### config.mk
export PLATFORM = sky130hd
export DESIGN_NAME = transfer_error_irq_status
export DESIGN_NICKNAME = d
export VERILOG_FILES = /design/src/design/event_status_pkg.sv /design/src/design/transfer_error_irq_status.sv /design/src/design/sticky_flags.sv
export SDC_FILE = /design/constraint.sdc
export NUM_CORES = 1
export LEC_CHECK = 0
export BUFFER_PORTS_ARGS = -buffer_cell sky130_fd_sc_hd__buf_2
export CAP_MARGIN = 30
export CORE_MARGIN = 5
export CORE_UTILIZATION = 55
export CTS_BUF_LIST = sky130_fd_sc_hd__clkbuf_8
export DETAILED_ROUTE_END_ITERATION = 7
export PLACE_DENSITY = 0.92
export SLEW_MARGIN = 30
export SYNTH_ARGS = -nofsm -noshare
export SYNTH_HDL_FRONTEND = slang
export SYNTH_HIERARCHICAL = 1
export SYNTH_SLANG_ARGS = --single-unit
### constraint.sdc
create_clock -name clk_sys -period 2.2 [get_ports clk_sys]
set_input_delay 0.22 -clock clk_sys [delete_from_list [all_inputs] [get_ports clk_sys]]
set_output_delay 0.22 -clock clk_sys [all_outputs]
set_load 0.005 [all_outputs]
### src/design/event_status_pkg.sv
package event_status_pkg;

  // ****************************************************************
  // Register map
  // ****************************************************************
  localparam logic [11:0] UNIT_STATUS_OFFS  = 12'h260;
  localparam logic [11:0] UNIT_CLEAR_OFFS   = 12'h268;
  localparam logic [11:0] EVENT_STATUS_OFFS = 12'h270;
  localparam logic [11:0] EVENT_CLEAR_OFFS  = 12'h278;

  localparam logic [31:0] STATUS_RESET      = 32'h0000_0000;

  // ****************************************************************
  // Field layout
  // ****************************************************************
  localparam int          UNIT_BITS         = 16;
  localparam int          EVENT_BITS        = 17;
  localparam int          UNIT1_BASE        = 0;
  localparam int          UNIT2_BASE        = 8;
  localparam int          EVT_MULTICAST     = 0;
  localparam int          EVT_PORT_WRITE    = 1;
  localparam int          EVT_LOGICAL_ERR   = 2;
  localparam int          EVT_PORT_ERR_BASE = 8;
  localparam int          EVT_DEV_RESET     = 16;
  // Valid bits of the special-event register: 16, 11..8, 2..0
  localparam logic [16:0] EVENT_VALID_MASK  = 17'h1_0F07;
  // Ports present; 4'h3 would describe a two-port variant
  localparam logic [3:0]  PORTS_PRESENT     = 4'hF;

  // ****************************************************************
  // Carriers
  // ****************************************************************
  // Packed so that bit 0 is completion and bit 7 is credit stall
  typedef struct packed {
    logic no_credit;
    logic retry;
    logic dma_err;
    logic unsupported;
    logic err_resp;
    logic xoff;
    logic timeout;
    logic done;
  } unit_event_t;

  // Level source flags held by the port and logical-layer logic
  typedef struct packed {
    logic       dev_reset;
    logic [3:0] port_err;
    logic       logical_err;
    logic       port_write_in;
    logic       multicast;
  } event_source_t;

  typedef struct packed {
    logic        psel;
    logic        penable;
    logic        pwrite;
    logic [11:0] paddr;
    logic [31:0] pwdata;
  } apb_req_t;

endpackage : event_status_pkg

### src/design/transfer_error_irq_status.sv
`timescale 1ns/1ps
module transfer_error_irq_status (
  input  wire logic                           clk_sys,
  input  wire logic                           rst_n,
  input  wire logic                           psel,
  input  wire logic                           penable,
  input  wire logic                           pwrite,
  input  wire logic [11:0]                    paddr,
  input  wire logic [31:0]                    pwdata,
  output logic      [31:0]                    prdata,
  output logic                                pready,
  output logic                                pslverr,
  input  wire event_status_pkg::unit_event_t  unit1_evt,
  input  wire event_status_pkg::unit_event_t  unit2_evt,
  input  wire event_status_pkg::event_source_t evt_src
);

  // ****************************************************************
  // Bus request and decode
  // ****************************************************************
  event_status_pkg::apb_req_t req;
  logic [31:0] prdata_r;
  logic        pready_r;
  logic        pslverr_r;
  logic        pready_nxt;
  logic        pslverr_nxt;
  logic [31:0] prdata_nxt;

  assign req = '{psel: psel, penable: penable, pwrite: pwrite,
                 paddr: paddr, pwdata: pwdata};

  function automatic logic hit(input logic [11:0] a, input logic [11:0] offs);
    hit = (a[11:2] == offs[11:2]);
  endfunction : hit

  wire sel_unit_stat  = hit(req.paddr, event_status_pkg::UNIT_STATUS_OFFS);
  wire sel_unit_clr   = hit(req.paddr, event_status_pkg::UNIT_CLEAR_OFFS);
  wire sel_event_stat = hit(req.paddr, event_status_pkg::EVENT_STATUS_OFFS);
  wire sel_event_clr  = hit(req.paddr, event_status_pkg::EVENT_CLEAR_OFFS);
  wire sel_any        = sel_unit_stat | sel_unit_clr | sel_event_stat | sel_event_clr;

  wire setup_phase    = req.psel & ~req.penable;
  // Answer comes in the first access cycle, so every transfer has no wait
  wire access_done    = req.psel & req.penable & pready_r;
  wire write_done     = access_done & req.pwrite;

  // ****************************************************************
  // Set sources
  // ****************************************************************
  logic [16:0] src_q_r;
  logic [16:0] src_level;
  logic [16:0] event_set;
  logic [15:0] unit_set;
  logic [15:0] unit_clear;
  logic [16:0] event_clear;
  logic [15:0] unit_stat;
  logic [16:0] event_stat;

  assign unit_set[event_status_pkg::UNIT1_BASE +: 8] = unit1_evt;
  assign unit_set[event_status_pkg::UNIT2_BASE +: 8] = unit2_evt;

  // Source flags are levels that stay high until software clears them at
  // their own registers; only their rising edge sets status, so clearing
  // status alone cannot re-arm detection while a source is still high.
  assign src_level = {evt_src.dev_reset, 4'h0,
                      evt_src.port_err & event_status_pkg::PORTS_PRESENT,
                      5'h00, evt_src.logical_err,
                      evt_src.port_write_in,
                      evt_src.multicast};
  // Software clears status and then the source flag (clear ordering)
  assign event_set = src_level & ~src_q_r & event_status_pkg::EVENT_VALID_MASK;

  always_ff @(posedge clk_sys or negedge rst_n)
  begin
    if (!rst_n)
    begin
      src_q_r <= '0;
    end
    else
    begin
      src_q_r <= src_level;
    end
  end

  // ****************************************************************
  // Clears
  // ****************************************************************
  // Reserved and zero bits of the write data clear nothing
  assign unit_clear  = (write_done & sel_unit_clr) ? req.pwdata[15:0] : 16'h0000;
  assign event_clear = (write_done & sel_event_clr) ?
                       (req.pwdata[16:0] & event_status_pkg::EVENT_VALID_MASK) : '0;

  sticky_flags #(
    .WIDTH (event_status_pkg::UNIT_BITS)
  ) u_unit_flags (
    .clk_sys  (clk_sys),
    .rst_n    (rst_n),
    .set_in   (unit_set),
    .clear_in (unit_clear),
    .flags    (unit_stat)
  );

  sticky_flags #(
    .WIDTH (event_status_pkg::EVENT_BITS)
  ) u_event_flags (
    .clk_sys  (clk_sys),
    .rst_n    (rst_n),
    .set_in   (event_set),
    .clear_in (event_clear),
    .flags    (event_stat)
  );

  // ****************************************************************
  // Read path
  // ****************************************************************
  // Status registers are read-only; writes to them are accepted and dropped.
  // Clear registers read zero.
  assign prdata_nxt = !setup_phase ? prdata_r :
                      sel_unit_stat  ? {16'h0000, unit_stat} :
                      sel_event_stat ? {15'h0000, event_stat} :
                      32'h0000_0000;
  assign pready_nxt  = setup_phase;
  assign pslverr_nxt = setup_phase ? ~sel_any : 1'b0;

  always_ff @(posedge clk_sys or negedge rst_n)
  begin
    if (!rst_n)
    begin
      prdata_r  <= event_status_pkg::STATUS_RESET;
      pready_r  <= 1'b0;
      pslverr_r <= 1'b0;
    end
    else
    begin
      prdata_r  <= prdata_nxt;
      pready_r  <= pready_nxt;
      pslverr_r <= pslverr_nxt;
    end
  end

  assign prdata  = prdata_r;
  assign pready  = pready_r;
  assign pslverr = pslverr_r;
endmodule : transfer_error_irq_status

### src/design/sticky_flags.sv
`timescale 1ns/1ps
module sticky_flags #(
  parameter int WIDTH = 16
) (
  input  wire logic             clk_sys,
  input  wire logic             rst_n,
  input  wire logic [WIDTH-1:0] set_in,
  input  wire logic [WIDTH-1:0] clear_in,
  output logic      [WIDTH-1:0] flags
);

  logic [WIDTH-1:0] flags_r;
  logic [WIDTH-1:0] flags_nxt;

  // ****************************************************************
  // Set beats clear so an event in the clearing cycle is kept
  // ****************************************************************
  assign flags_nxt = set_in | (flags_r & ~clear_in);
  assign flags     = flags_r;

  always_ff @(posedge clk_sys or negedge rst_n)
  begin
    if (!rst_n)
    begin
      flags_r <= '0;
    end
    else
    begin
      flags_r <= flags_nxt;
    end
  end

endmodule : sticky_flags

==> flow_summary.json <==
{
  "holdCritStartpoint": "evt_src[2]",
  "setup_viol": 0,
  "r2r-start": "pready$_DFF_PN0_",
  "cts-resized-gates": 0,
  "drive_gt1_share_pct": 25.7,
  "cts_max_path_buffers": 2,
  "syn_to_final_growth_pct": 22.4,
  "routed_wl_microns": 6410,
  "initial_core_util_pct": 55.8,
  "cp-start-kind": "primary input",
  "maxSlewViolCount": 0,
  "relSlewSlack_pct": 50.0,
  "synth_seq_cells": 60,
  "htreeDepth": 3,
  "yosys_warnings": 6,
  "hpwlAfterDp_microns": 4480,
  "rr_worst_depth": 4,
  "grt_pass1_vias": 2287,
  "syn_inst": 269,
  "cp-end-kind": "flop",
  "grt_max_degree": 33,
  "gp_congestion": 0.741,
  "synth_area_per_cell_sq_um": 10.4,
  "status": "finished, final reports clean",
  "insertion_delay_ns": 0.32,
  "max_clock_freq_mhz": 625,
  "fp.dieH_microns": 81.3,
  "p_leak_nw": 1.55,
  "core_area_sq_um": 5010,
  "drtPass1Iterations": 4,
  "cts_hold_buf": 2,
  "synth_cell_type_count": 22,
  "drcViolationCount": 0,
  "wl_per_cell_microns": 14.7,
  "finalPower_mw": 2.16,
  "min_path_type": "primary input to flop",
  "ios": 107,
  "crit_fanout": 24,
  "hold_depth": 1,
  "ir_drop_v": 0.000406,
  "cts.sinks": 60,
  "rows": 26,
  "postCtsSetupBuffers": 0,
  "track_usage_pct": 21.4,
  "min_period_over_period_pct": 72.7,
  "nets": 435,
  "required_ns": 2.41,
  "tns_ns": 0,
  "layout_min_cycle_time_ns": 1.60,
  "cts_tree": "built",
  "hold_path_end": "src_q_r[2]$_DFF_PN0_",
  "synth-seq-area-share_pct": 53.7,
  "drv_cap": 0,
  "cts.reportedPaths.clkPinSlew_ns": 0.06,
  "power-per-cell-area_nw_per_um2": 632,
  "grt_pass1_wl_microns": 10600,
  "port_buffers": 74,
  "fin_worst_skew_ns": 0.00323,
  "reg2reg_slack_ns": 0.64,
  "vias": 2209,
  "fp.dieArea_sq_um": 6610,
  "antenna_left": 0,
  "timing.rr.end": "u_event_flags/flags[2]$_DFF_PN0_",
  "cp.arrival_ns": 1.81,
  "cts.root.buffer_cell": "clkbuf_8",
  "max_slew.worst_pin.slew_ns": 0.750,
  "grt_overflow": 0,
  "cts_buffers": 9,
  "diodes": 0,
  "rsz0062_at_grt": "false",
  "worst-setup-path-type": "primary input to flop",
  "drt_iter0_drc": 114,
  "antenna_found_initial": 0,
  "die_w_microns": 81.3,
  "syn_area_sq_um": 2790,
  "hold_violations": 0,
  "vias_per_cell": 5.07
}
## metal layers
layer / GRT usage (%) / vias to the layer above / part of all wire, %
met5: 0 / - / 0
met4: 9.63 / 0 / 1.5
met3: 4.66 / 10 / 7.5
met2: 35.6 / 93 / 49
met1: 26.5 / 1056 / 42
li1: - / 1050 / -
## synth_stat cells
cell,count,share of area (%)
buf_2,4,0.72
a21o_1,33,8.9
nand2b_1,2,0.45
nor4_1,24,5.4
nand4_4,1,0.76
mux2i_1,16,5.7
nor2b_1,8,1.8
o41ai_1,1,0.31
inv_1,34,4.6
o31ai_1,16,4.3
dfrtp_1,60,54
buf_6,2,0.81
buf_4,15,4.0
nand4bb_1,1,0.40
clkbuf_1,10,1.3
nor4b_4,1,0.85
nand2_2,1,0.22
or2_1,1,0.22
nand2_1,36,4.8
a21oi_1,1,0.18
nor4bb_1,1,0.36
conb_1,1,0.13
## stage by stage
stage / std cells / hold slack [ns] / cell area, sq um / util, % / setup WS [ns]
after floorplan: 301 / -0.0756 / 2910 / - / 0.700
final: 436 / 0.0107 / 3420 / 68.3 / 0.600
after detailed placement: 418 / 0.301 / 3220 / 64.3 / 0.287
after CTS: 435 / 0.00204 / 3410 / 68.1 / 0.605
after global placement: 418 / 0.288 / 3220 / 64.3 / 0.364
after global routing: 436 / 0.00200 / 3420 / 68.3 / 0.461
## state kept, by name, indices dropped and copies added (netlist names)
name and flops:
prdata 17, u_event_flags/flags 17, u_unit_flags/flags 16, src_q_r 8, pready 1, pslverr 1
## worst max-delay path, stage by stage
cell,delay [ns]
buf_2,0.11
nor4b_4,0.39
nand4_4,0.39
nor4_1,0.42
inv_1,0.09
a21o_1,0.19
## report_power, final
group	switching, mW	total [mW]	internal [mW]
sequential	0.0147	1.14	1.12
clock	0.393	0.845	0.452
combinational	0.104	0.179	0.0754
total	0.512	2.16	1.65
## kinds of logic (layout without fill, tap and decap cells)
kind of cell / count (synthesis) / count (layout) / synth area share (%)
mux: 16 / 16 / 5.73
other cells: 1 / 33 / 0.134
buf+inv: 65 / 130 / 11.5
flops: 60 / 60 / 53.7
compound gates: 51 / 51 / 13.7
simple gates: 76 / 76 / 15.3
## cells in the final DEF (no fill, tap or decap), types with 2 or more instances in the layout
cell type	n
buf_2	74
o31ai_1	16
dlygate4sd3_1	3
clkbuf_8	11
inv_1	36
mux2i_1	16
dfrtp_1	60
nand2_1	36
clkinv_2	2
buf_4	3
nor2b_1	8
nor4_1	24
conb_1	33
a21o_1	33
nand2b_1	2
## worst max-delay path by stage
stage                                              endpoint  slack, ns  depth (start not counted)        startpoint
after floorplan           u_event_flags/flags[10]$_DFF_PN0_       0.70                          6          paddr[8]
after global placement      u_unit_flags/flags[9]$_DFF_PN0_       0.36                          6          paddr[8]
after detailed placement  u_event_flags/flags[16]$_DFF_PN0_       0.29                          6          paddr[8]
after CTS                   u_unit_flags/flags[1]$_DFF_PN0_       0.61                          6          paddr[8]
after global routing       u_event_flags/flags[2]$_DFF_PN0_       0.46                          4  pready$_DFF_PN0_
final                       u_unit_flags/flags[1]$_DFF_PN0_       0.60                          6          paddr[8]
## area by class of cell
| class | count | area [sq um] |
|---|---|---|
| Sequential cell | 60 | 1500 |
| Fill cell | 389 | 1590 |
| Timing Repair Buffer | 81 | 443 |
| Inverter | 34 | 128 |
| Clock inverter | 4 | 17.5 |
| Clock buffer | 11 | 151 |
| Multi-Input combinational cell | 176 | 1090 |
| Tap cell | 70 | 87.6 |
(Power assumes the default switching activity.)
